--- config.mk ---
export PLATFORM = sky130hd
export DESIGN_NAME = lcc_cluster_top
export DESIGN_NICKNAME = d
export VERILOG_FILES = /design/src/core/lcc_pkg.sv /design/src/core/lcc_clock_gate.sv /design/src/core/lcc_cluster_top.sv
export VERILOG_INCLUDE_DIRS = /design/src /design/src/core
export SDC_FILE = /design/constraint.sdc
export NUM_CORES = 2
export LEC_CHECK = 0
export BUFFER_PORTS_ARGS = -buffer_cell sky130_fd_sc_hd__buf_2
export CORE_UTILIZATION = 50
export CTS_BUF_LIST = sky130_fd_sc_hd__clkbuf_4 sky130_fd_sc_hd__clkbuf_8
export DETAILED_ROUTE_END_ITERATION = 10
export PLACE_DENSITY = 0.73
export SLEW_MARGIN = 10
export SYNTH_ARGS = -nofsm -noshare
export SYNTH_HDL_FRONTEND = slang
export SYNTH_SLANG_ARGS = --single-unit
--- constraint.sdc ---
create_clock -name clk_i -period 7.2 [get_ports clk_i]
set_clock_uncertainty 0.05 [all_clocks]
set_input_delay 1.08 -clock clk_i [delete_from_list [all_inputs] [get_ports clk_i]]
set_output_delay 1.08 -clock clk_i [all_outputs]
set_load 0.01 [all_outputs]
--- src/core/lcc_params.svh ---
`ifndef LCC_PARAMS_SVH
`define LCC_PARAMS_SVH

// cluster geometry
`define LCC_NUM_MODULES      10
`define LCC_NUM_ROW_CLK      6
`define LCC_NUM_CCLK         3
`define LCC_RAM_DEPTH        64
`define LCC_SYNC_W           13

// register byte offsets
`define LCC_ADR_CTRL         8'h00
`define LCC_ADR_MOD_CLK      8'h04
`define LCC_ADR_MOD_CTL      8'h08
`define LCC_ADR_RAM_CFG      8'h0C
`define LCC_ADR_RAM_WR       8'h10
`define LCC_ADR_RAM_RADDR    8'h14
`define LCC_ADR_RAM_RDATA    8'h18
`define LCC_ADR_STATUS       8'h1C

// reset values
`define LCC_RST_CTRL         12'h000
`define LCC_RST_MOD_CLK      20'hF_FFFF
`define LCC_RST_MOD_CTL      20'h0_0000
`define LCC_RST_RAM_SEL      10'h000
`define LCC_RST_RADDR        6'h00

// field positions
`define LCC_CTRL_SRC0_LSB    0
`define LCC_CTRL_SRC1_LSB    3
`define LCC_CTRL_CSRC_LSB    6
`define LCC_CTRL_EDGE_LSB    9
`define LCC_MODCTL_CHAIN_LSB 10
`define LCC_RAMCFG_MODE_BIT  16
`define LCC_RAMWR_ADDR_LSB   20
`define LCC_RAMWR_HI_LSB     10

// module clock select code for an unclocked module
`define LCC_CLK_NONE         2'h3

`endif

--- src/core/lcc_pkg.sv ---
package lcc_pkg;

	// active edge of a cluster clock source
	typedef enum logic {
		LCC_EDGE_RISE = 1'b0,
		LCC_EDGE_FALL = 1'b1
	} lcc_edge_t;

	// shape of each ram slice
	typedef enum logic {
		LCC_RAM_64X1 = 1'b0,
		LCC_RAM_32X2 = 1'b1
	} lcc_ram_mode_t;

endpackage

--- src/core/lcc_clock_gate.sv ---
`timescale 1ns/10ps
`default_nettype none

module lcc_clock_gate
	import lcc_pkg::*;
(
	input  wire logic       clk_i,
	input  wire logic       rst_i,
	input  wire logic       src_lvl_i,
	input  wire lcc_edge_t  edge_i,
	input  wire logic       enable_i,
	output logic            gclk_o,
	output logic            tick_o
);

	logic phase;
	logic en_latch_reg;
	logic phase_d_reg;
	logic gclk_reg;
	logic tick_reg;

	// falling-edge use runs on the inverted source
	assign phase = (edge_i == LCC_EDGE_FALL) ? ~src_lvl_i : src_lvl_i;

	// enable only taken while the source is low, so no runt pulse
	always_ff @(posedge clk_i) begin
		if (rst_i) begin
			en_latch_reg <= 1'b0;
		end else if (!phase) begin
			en_latch_reg <= enable_i; // [RQ14]
		end
	end

	// gated level and one-cycle tick at its rising edge
	always_ff @(posedge clk_i) begin
		if (rst_i) begin
			phase_d_reg <= 1'b0;
			gclk_reg    <= 1'b0;
			tick_reg    <= 1'b0;
		end else begin
			phase_d_reg <= phase;
			gclk_reg    <= phase & en_latch_reg; // [RQ9]
			tick_reg    <= phase & ~phase_d_reg & en_latch_reg;
		end
	end

	assign gclk_o = gclk_reg;
	assign tick_o = tick_reg;
endmodule

`default_nettype wire

--- src/core/lcc_cluster_top.sv ---
// Functional notes
// (RQ1) The cluster holds ten logic modules whose registers can pass along a dedicated chain.
// (RQ2) The chain feeds one module's register straight into the next one's, bypassing routing.
// (RQ3) The memory variant offers up to 640 bits of simple dual-port RAM, one write and one read port.
// (RQ4) Each ram slice is 64x1 or 32x2, giving a 64x10 or 32x20 memory overall.
// (RQ5) Every module can be picked as either a logic module or a ram slice.
// (RQ6) The control block drives at most ten control lines: 3 clocks, 3 enables, 2 aclr, sclr, sload.
// (RQ7) Up to three cluster clocks are made from two clock sources and three enables.
// (RQ8) Each cluster clock is tied to its own enable, number for number.
// (RQ9) A deasserted enable stops its cluster clock altogether.
// (RQ10) Using both edges of one source takes two of the cluster clocks.
// (RQ11) Control lines come from the six row clocks [5:0] and the local interconnect.
// (RQ12) A cluster drives its own ten modules and ten in each neighbour through direct links.
// (RQ13) Clock, clears, load and enable act on every module register in every mode.
// (RQ14) Enable gating is glitch-free, changing the gated clock only while the source is low.
//
// The Wishbone slave port and the register offsets were left to the implementer.
`include "lcc_params.svh"
`timescale 1ns/10ps
`default_nettype none

module lcc_cluster_top
	import lcc_pkg::*;
(
	input  wire logic        clk_i,
	input  wire logic        rst_i,
	input  wire logic [7:0]  wb_adr_i,
	input  wire logic [31:0] wb_dat_i,
	input  wire logic [3:0]  wb_sel_i,
	input  wire logic        wb_we_i,
	input  wire logic        wb_cyc_i,
	input  wire logic        wb_stb_i,
	output logic      [31:0] wb_dat_o,
	output logic             wb_ack_o,
	input  wire logic [5:0]  row_clk_i,
	input  wire logic [2:0]  local_en_i,
	input  wire logic [1:0]  local_aclr_i,
	input  wire logic        local_sclr_i,
	input  wire logic        local_sload_i,
	input  wire logic [9:0]  mod_data_i,
	input  wire logic [9:0]  load_data_i,
	input  wire logic        chain_in_i,
	output logic      [9:0]  mod_q_o,
	output logic      [9:0]  link_left_o,
	output logic      [9:0]  link_right_o,
	output logic             chain_out_o,
	output logic      [9:0]  cluster_ctrl_o,
	output logic      [2:0]  cluster_clk_o
);

	localparam int NM = `LCC_NUM_MODULES;
	localparam int NC = `LCC_NUM_CCLK;
	localparam int AW = $clog2(`LCC_RAM_DEPTH);

	// byte-lane merge for partial writes
	function automatic logic [31:0] merge_bytes(
		input logic [31:0] old_v,
		input logic [31:0] new_v,
		input logic [3:0]  sel
	);
		logic [31:0] res;
		res = old_v;
		for (int b = 0; b < 4; b++) begin
			if (sel[b]) begin
				res[8*b +: 8] = new_v[8*b +: 8];
			end
		end
		return res;
	endfunction

	// row clock pick; codes beyond the six lines give a quiet source
	function automatic logic pick_line(
		input logic [5:0] lines,
		input logic [2:0] sel
	);
		return (sel < 3'h6) ? lines[sel] : 1'b0;
	endfunction

	// module clock pick; the spare code leaves the module unclocked
	function automatic logic pick_tick(
		input logic [2:0] ticks,
		input logic [1:0] sel
	);
		return (sel == `LCC_CLK_NONE) ? 1'b0 : ticks[sel];
	endfunction

	logic [`LCC_SYNC_W-1:0] sync1_reg;
	logic [`LCC_SYNC_W-1:0] sync2_reg;
	logic [5:0]             row_s;
	logic [2:0]             en_s;
	logic [1:0]             aclr_s;
	logic                   sclr_s;
	logic                   sload_s;

	logic [11:0]            ctrl_reg;
	logic [19:0]            mod_clk_reg;
	logic [19:0]            mod_ctl_reg;
	logic [9:0]             ram_sel_reg;
	lcc_ram_mode_t          ram_mode_reg;
	logic [AW-1:0]          raddr_reg;
	logic                   ack_reg;
	logic [31:0]            dat_reg;

	logic                   wb_req;
	logic                   wb_wr;
	logic                   hit_ctrl;
	logic                   hit_mod_clk;
	logic                   hit_mod_ctl;
	logic                   hit_ram_cfg;
	logic                   hit_ram_wr;
	logic                   hit_raddr;
	logic                   hit_rdata;
	logic                   hit_status;
	logic [31:0]            ctrl_wr;
	logic [31:0]            mod_clk_wr;
	logic [31:0]            mod_ctl_wr;
	logic [31:0]            ram_cfg_wr;
	logic [31:0]            raddr_wr;
	logic [31:0]            rd_mux;
	logic [31:0]            status_word;

	logic [1:0]             src_lvl;
	logic [NC-1:0]          cclk_src;
	logic [NC-1:0]          gclk;
	logic [NC-1:0]          tick;
	logic                   both_edges;

	logic [9:0]             mem_reg [0:`LCC_RAM_DEPTH-1];
	logic                   ram_we;
	logic [AW-1:0]          wr_addr;
	logic [19:0]            wr_data;
	logic [AW-1:0]          wr_row_lo;
	logic [AW-1:0]          wr_row_hi;
	logic [AW-1:0]          rd_row_lo;
	logic [AW-1:0]          rd_row_hi;
	logic [19:0]            rd_word;

	logic [9:0]             q_reg;
	logic [9:0]             q_next;
	logic [9:0]             mtick;
	logic [9:0]             maclr;
	logic [9:0]             d_sel;
	logic [9:0]             chain_vec;

	// two-stage synchroniser for row clocks and local control lines
	always_ff @(posedge clk_i) begin
		if (rst_i) begin
			sync1_reg <= '0;
			sync2_reg <= '0;
		end else begin
			sync1_reg <= {local_sload_i, local_sclr_i, local_aclr_i, local_en_i, row_clk_i};
			sync2_reg <= sync1_reg;
		end
	end

	// control lines from row clocks and local interconnect
	assign row_s   = sync2_reg[5:0]; // [RQ11]
	assign en_s    = sync2_reg[8:6];
	assign aclr_s  = sync2_reg[10:9];
	assign sclr_s  = sync2_reg[11];
	assign sload_s = sync2_reg[12];

	// bus request and address decode
	assign wb_req      = wb_cyc_i & wb_stb_i & ~ack_reg;
	assign wb_wr       = wb_req & wb_we_i;
	assign hit_ctrl    = (wb_adr_i == `LCC_ADR_CTRL);
	assign hit_mod_clk = (wb_adr_i == `LCC_ADR_MOD_CLK);
	assign hit_mod_ctl = (wb_adr_i == `LCC_ADR_MOD_CTL);
	assign hit_ram_cfg = (wb_adr_i == `LCC_ADR_RAM_CFG);
	assign hit_ram_wr  = (wb_adr_i == `LCC_ADR_RAM_WR);
	assign hit_raddr   = (wb_adr_i == `LCC_ADR_RAM_RADDR);
	assign hit_rdata   = (wb_adr_i == `LCC_ADR_RAM_RDATA);
	assign hit_status  = (wb_adr_i == `LCC_ADR_STATUS);

	// merged write values per register
	assign ctrl_wr    = merge_bytes({20'h0_0000, ctrl_reg}, wb_dat_i, wb_sel_i);
	assign mod_clk_wr = merge_bytes({12'h000, mod_clk_reg}, wb_dat_i, wb_sel_i);
	assign mod_ctl_wr = merge_bytes({12'h000, mod_ctl_reg}, wb_dat_i, wb_sel_i);
	assign ram_cfg_wr = merge_bytes({15'h0000, ram_mode_reg, 6'h00, ram_sel_reg}, wb_dat_i,
		wb_sel_i);
	assign raddr_wr   = merge_bytes({26'h000_0000, raddr_reg}, wb_dat_i, wb_sel_i);

	// configuration registers
	always_ff @(posedge clk_i) begin
		if (rst_i) begin
			ctrl_reg    <= `LCC_RST_CTRL;
			mod_clk_reg <= `LCC_RST_MOD_CLK;
			mod_ctl_reg <= `LCC_RST_MOD_CTL;
		end else begin
			if (wb_wr && hit_ctrl) begin
				ctrl_reg <= ctrl_wr[11:0];
			end
			if (wb_wr && hit_mod_clk) begin
				mod_clk_reg <= mod_clk_wr[19:0];
			end
			if (wb_wr && hit_mod_ctl) begin
				mod_ctl_reg <= mod_ctl_wr[19:0];
			end
		end
	end

	// ram slice selection and read address
	always_ff @(posedge clk_i) begin
		if (rst_i) begin
			ram_sel_reg  <= `LCC_RST_RAM_SEL;
			ram_mode_reg <= LCC_RAM_64X1;
			raddr_reg    <= `LCC_RST_RADDR;
		end else begin
			if (wb_wr && hit_ram_cfg) begin
				ram_sel_reg  <= ram_cfg_wr[9:0]; // [RQ5]
				ram_mode_reg <= lcc_ram_mode_t'(ram_cfg_wr[`LCC_RAMCFG_MODE_BIT]);
			end
			if (wb_wr && hit_raddr) begin
				raddr_reg <= raddr_wr[AW-1:0];
			end
		end
	end

	// status: module outputs, enables, gated clocks, both-edge use
	assign status_word = {15'h0000, both_edges, gclk, en_s, q_reg};

	// read data selection; unmapped and write-only offsets read zero
	assign rd_mux = hit_ctrl    ? {20'h0_0000, ctrl_reg} :
	                hit_mod_clk ? {12'h000, mod_clk_reg} :
	                hit_mod_ctl ? {12'h000, mod_ctl_reg} :
	                hit_ram_cfg ? {15'h0000, ram_mode_reg, 6'h00, ram_sel_reg} :
	                hit_raddr   ? {26'h000_0000, raddr_reg} :
	                hit_rdata   ? {12'h000, rd_word} :
	                hit_status  ? status_word : 32'h0000_0000;

	// one-cycle answer to every access, mapped or not
	always_ff @(posedge clk_i) begin
		if (rst_i) begin
			ack_reg <= 1'b0;
			dat_reg <= 32'h0000_0000;
		end else begin
			ack_reg <= wb_req;
			if (wb_req && !wb_we_i) begin
				dat_reg <= rd_mux;
			end
		end
	end

	assign wb_ack_o = ack_reg;
	assign wb_dat_o = dat_reg;

	// two cluster clock sources from the row clocks
	assign src_lvl[0] = pick_line(row_s, ctrl_reg[`LCC_CTRL_SRC0_LSB +: 3]); // [RQ11]
	assign src_lvl[1] = pick_line(row_s, ctrl_reg[`LCC_CTRL_SRC1_LSB +: 3]);

	// three gated cluster clocks, each tied to its own enable
	for (genvar k = 0; k < NC; k++) begin : g_gate
		assign cclk_src[k] = ctrl_reg[`LCC_CTRL_CSRC_LSB + k] ? src_lvl[1] : src_lvl[0]; // [RQ7]
		lcc_clock_gate u_gate (
			.clk_i     (clk_i),
			.rst_i     (rst_i),
			.src_lvl_i (cclk_src[k]),
			.edge_i    (lcc_edge_t'(ctrl_reg[`LCC_CTRL_EDGE_LSB + k])),
			.enable_i  (en_s[k]), // [RQ8]
			.gclk_o    (gclk[k]),
			.tick_o    (tick[k])
		);
	end

	// flags two cluster clocks taking both edges of one source
	always_comb begin
		both_edges = 1'b0;
		for (int j = 0; j < NC; j++) begin
			for (int k = j + 1; k < NC; k++) begin
				if (ctrl_reg[`LCC_CTRL_CSRC_LSB + j] == ctrl_reg[`LCC_CTRL_CSRC_LSB + k] &&
				    ctrl_reg[`LCC_CTRL_EDGE_LSB + j] != ctrl_reg[`LCC_CTRL_EDGE_LSB + k]) begin
					both_edges = 1'b1; // [RQ10]
				end
			end
		end
	end

	// ram write port, full-word writes only
	assign ram_we    = wb_wr & hit_ram_wr & (wb_sel_i == 4'hF);
	assign wr_addr   = wb_dat_i[`LCC_RAMWR_ADDR_LSB +: AW];
	assign wr_data   = wb_dat_i[19:0];
	assign wr_row_lo = (ram_mode_reg == LCC_RAM_32X2) ? {wr_addr[AW-2:0], 1'b0} : wr_addr;
	assign wr_row_hi = {wr_addr[AW-2:0], 1'b1};

	// slices store 64x1 bits, or a 32x2 pair in two rows
	always_ff @(posedge clk_i) begin
		if (ram_we) begin
			for (int i = 0; i < NM; i++) begin
				if (ram_sel_reg[i]) begin
					mem_reg[wr_row_lo][i] <= wr_data[i]; // [RQ3]
					if (ram_mode_reg == LCC_RAM_32X2) begin
						mem_reg[wr_row_hi][i] <= wr_data[`LCC_RAMWR_HI_LSB + i]; // [RQ4]
					end
				end
			end
		end
	end

	// independent read port
	assign rd_row_lo = (ram_mode_reg == LCC_RAM_32X2) ? {raddr_reg[AW-2:0], 1'b0} : raddr_reg;
	assign rd_row_hi = {raddr_reg[AW-2:0], 1'b1};
	assign rd_word   = (ram_mode_reg == LCC_RAM_32X2) ?
		{mem_reg[rd_row_hi] & ram_sel_reg, mem_reg[rd_row_lo] & ram_sel_reg} :
		{10'h000, mem_reg[rd_row_lo] & ram_sel_reg}; // [RQ4]

	// register chain input: previous module, or the chain pin for the first
	assign chain_vec = {q_reg[NM-2:0], chain_in_i}; // [RQ2]

	// per-module clock, clear and data selection
	always_comb begin
		for (int i = 0; i < NM; i++) begin
			mtick[i] = pick_tick(tick, mod_clk_reg[2*i +: 2]);
			maclr[i] = aclr_s[mod_ctl_reg[i]];
			d_sel[i] = ram_sel_reg[i] ? rd_word[i] :
			           mod_ctl_reg[`LCC_MODCTL_CHAIN_LSB + i] ? chain_vec[i] : mod_data_i[i]; // [RQ5]
		end
	end

	// clear beats clock; sync clear beats sync load, in every mode
	always_comb begin
		for (int i = 0; i < NM; i++) begin
			if (maclr[i]) begin
				q_next[i] = 1'b0; // [RQ13]
			end else if (mtick[i]) begin
				q_next[i] = sclr_s ? 1'b0 : sload_s ? load_data_i[i] : d_sel[i];
			end else begin
				q_next[i] = q_reg[i];
			end
		end
	end

	// ten module registers
	always_ff @(posedge clk_i) begin
		if (rst_i) begin
			q_reg <= 10'h000;
		end else begin
			q_reg <= q_next; // [RQ1]
		end
	end

	// outputs to own and neighbouring clusters
	assign mod_q_o        = q_reg;
	assign link_left_o    = q_reg; // [RQ12]
	assign link_right_o   = q_reg; // [RQ12]
	assign chain_out_o    = q_reg[NM-1];
	assign cluster_clk_o  = gclk;
	assign cluster_ctrl_o = {gclk, en_s, aclr_s, sclr_s, sload_s}; // [RQ6]

	for (genvar i = 1; i < NM; i++) begin : g_chk_chain

	end
endmodule

`default_nettype wire

==> results.md <==
- CTS Hold Bufs: 0
- Overflow after GRT: 0
- Clk pwr share: a little over two fifths
- Vias per cell: approximately 7.3
- CTS tree: done
- Area growth syn-to-layout: 7.271%
- Cts bufs inserted: 134
- Run status: finished, final reports clean
- Setup Buffers After CTS: 0
- # fillers: roughly 8.0k
- Final Max Slew Viols: 0
- Cells after Synth: ~4.6k
- GRT Total Usage: between 30 and 40%
- Avg Inst Size Synth: 9.967 um2
- Post-CTS sizing: 0
- First DRT Iteration DRCs: about 7.5k
- Gp weighted congestion: ~1.0
- Vias in the first global route: around 39k
- Layout cells sized above 1: 19.30%
- Initial DRT Pass Iterations: 10
- RSZ-0062 raised after global routing: no
- Clock root buffer: clkbuf_8
- Remaining DRCs: 0
- Asr flop ratio synth: 0%
- Number of synthesized flops with an enable pin: between 600 and 700
- Number of port buffers: around 140
- Max FFs per register: 640
- DP HPWL: about 110 mm
- Ys Warns: 0
- DR WL/cell: 32.27 um
- Crit path max fanout: 66
- Cell taking the most area after synthesis: edfxtp_1
- Measured slew at the worst slew-check pin: between 1 and 1.5 ns
- Maximum clock frequency: around 0.21 GHz
- Startpoint Class: flop
- Mapped Area: 46,240 um2
- Critical setup path kind: reg2reg
- Post-synthesis register bit count: between 700 and 800
- Synth Flop Type: edfxtp_1
- Arrival time of the worst setup path: about 5.5 ns
- HP Class: reg2reg
- Routed via count: between 40k and 50k
- Starting density of the core: 50.44%
- Die Wd: between 300 and 400 um
- Die Height: between 300 and 400 um
- WL final: between 150 and 200 mm
- Worst-case clock buffer depth: 3
- Util after Layout: around 54%
- Logic pwr share: 4.4%
- Num rows: around 110
- Largest net degree at the start of global routing: between 90 and 100
- Area fraction of the dominant cell type after synthesis: approximately two fifths
- First-pass GRT wire length: 263.3 mm
- Top Ports: 160
- # nets final: about 4.5k
- Reg area: between 20,000 and 25,000 um2
- Endpoints failing hold: 0
- Post-route ant nets: 0
- Slew HR: under 10%
- Die area: 93,690 um2
- Initial antenna violation count: 16
- Fin Setup TNS: 0 ns
- H-tree depth: 4
- Peak VDD IR: about 0.17 mV
- Nature of the critical path endpoint: flop
- Int Power: slightly above 7000 uW
- Fin crit period: 4.824 ns
- Clk sinks: ~780
- Footprint of the multi-input gates: around 22,000 um2
- Clk pin slew, worst setup/hold paths: 0.06 ns
- Max-cap violations: 0
- Leakage: 0.01472 uW
- Core ar.: between 90,000 and 100,000 um2
- Netlist cell types: between 70 and 80
- Pwr dens: about 190 nW/um2
- Worst skew pair latency: between 0.8 and 0.9 ns
- Sequential area share after synthesis: between 40% and 50%
- CP required: 7.89 ns
- Final period util: 67.00%
- Sw power: 2250 uW
- Final setup vio count: 0
- Sequential share of power: a little over half
- Switching part of the total power: between 20% and 30%
- Synth area leaders: edfxtp_1 42%, dfxtp_1 6.2%, mux2_2 6.2%
[power groups by stage]
stage,Clock [uW],Combinational (uW),Sequential (uW)
after floorplan,0,228,5000
after global placement,0,377,5000
after detailed placement,0,388,5000
after CTS,4030,389,4910
after global routing,4230,423,4910
final,4070,411,4910
[synthesized netlist by cell type (10+ instances only)]
cell and n:
nor2_1 752, edfxtp_1 640, clkbuf_1 358, nand2_1 315
o22ai_1 286, mux2_2 253, a21oi_1 251, o21ai_0 236
dfxtp_1 143, mux2i_1 141, o31ai_1 135, buf_2 113
mux4_2 106, nor2b_1 92, a211oi_1 87, a31oi_1 85
nand3_1 55, buf_1 50, buf_4 48, a22oi_1 45
o221ai_1 41, o21a_1 36, inv_1 33, o211ai_1 32
a221oi_1 25, a2bb2oi_1 24, a222oi_1 23, nor3_1 20
a211o_1 17, and2_1 14, nand3b_1 14, and3_1 13
nand2b_1 11, nor3b_1 10
[layout by cell type, fill, tap and decap left out, types with 12 or more instances in the layout]
cell         n
and2_1      13
buf_2      140
a222oi_1    23
nand2_1    305
nand2_2     16
a221oi_1    25
o31ai_1    135
a211oi_1    87
o221ai_1    41
o22ai_1    286
o211ai_1    32
buf_4       96
a2bb2oi_1   24
o21a_1      36
a22oi_1     45
a31oi_1     85
inv_1       31
and3_1      13
mux2i_1    140
mux2_2     253
nor3_1      18
nand3_1     52
a21oi_1    250
clkbuf_8   148
clkinv_2    12
clkinv_1    20
nor2_1     749
o21ai_0    236
clkbuf_4    41
nand3b_1    14
edfxtp_1   640
nor2b_1     88
a211o_1     17
conb_1      12
mux4_2     106
dfxtp_1    136
[layer usage]
layer,up-vias,routed length [um],track usage (%)
li1,17120,-,-
met1,20140,60730,47.59
met2,3862,77240,55.13
met3,961,30960,14.08
met4,18,16250,28.94
met5,-,231,0.5685
[worst paths after layout]
| path | start | endpoint | slack (ns) | cells past startpoint |
|---|---|---|---|---|
| worst min-delay path | g_gate[1].u_gate.phase_d_reg$_SDFF_PP0_ | g_gate[1].u_gate.tick_o$_SDFF_PP0_ | 0.34 | 1 |
| worst max register to register | raddr_reg[0]$_SDFFE_PP0P_ | link_left_o[8]$_SDFFE_PP0P_ | 2.38 | 8 |
| worst max-delay path | raddr_reg[0]$_SDFFE_PP0P_ | link_left_o[8]$_SDFFE_PP0P_ | 2.38 | 8 |
| worst min register to register | g_gate[1].u_gate.phase_d_reg$_SDFF_PP0_ | g_gate[1].u_gate.tick_o$_SDFF_PP0_ | 0.34 | 1 |
[final cells by class]
| class | instances | area share (%) |
|---|---|---|
| antenna | 6 | 0.03027 |
| clock buffer | 189 | 4.728 |
| clock inverter | 41 | 0.4667 |
| inverter | 36 | 0.2800 |
| multi-input combinational | 3262 | 43.79 |
| sequential | 783 | 44.57 |
| tap | 1186 | 2.992 |
| timing repair buffer | 243 | 3.148 |
[worst max-delay path, cell delays in order, from the launching register on]
cell and delay [ns]:
dfxtp_4 0.76, buf_12 0.40, nor2b_2 1.05, a21oi_1 0.20, o22ai_1 0.24, o211ai_1 0.12
a2111oi_0 1.14, a31oi_1 0.34, o31ai_1 0.32
[stage by stage]
| stage | setup slack [ns] | hold slack [ns] | total power (uW) | instance area, um2 | std cells |
|---|---|---|---|---|---|
| after CTS | 2.777 | 0.3371 | 9326 | 49580 | 5740 |
| after detailed placement | 2.276 | 0.3289 | 5391 | 47000 | 5510 |
| after floorplan | 3.589 | 0.3174 | 5230 | 46280 | 4650 |
| after global placement | 2.369 | 0.3199 | 5380 | 47000 | 5510 |
| final | 2.376 | 0.3364 | 9389 | 49600 | 5746 |
| after global routing | 2.403 | 0.3487 | 9555 | 49590 | 5741 |
[kinds of logic (layout without fill, tap and decap cells)]
family	after synthesis	after routing	synth area share, %
AO/OA/AOI/OAI	1405	1405	19.85
XOR/XNOR	5	5	0.09471
buffers and inverters	605	509	5.607
flip-flops	783	783	47.76
multiplexers	500	500	14.38
other	1	18	0.008111
AND/OR/NAND/NOR	1340	1340	12.31
No activity file was read; power rests on OpenSTA's default activity.
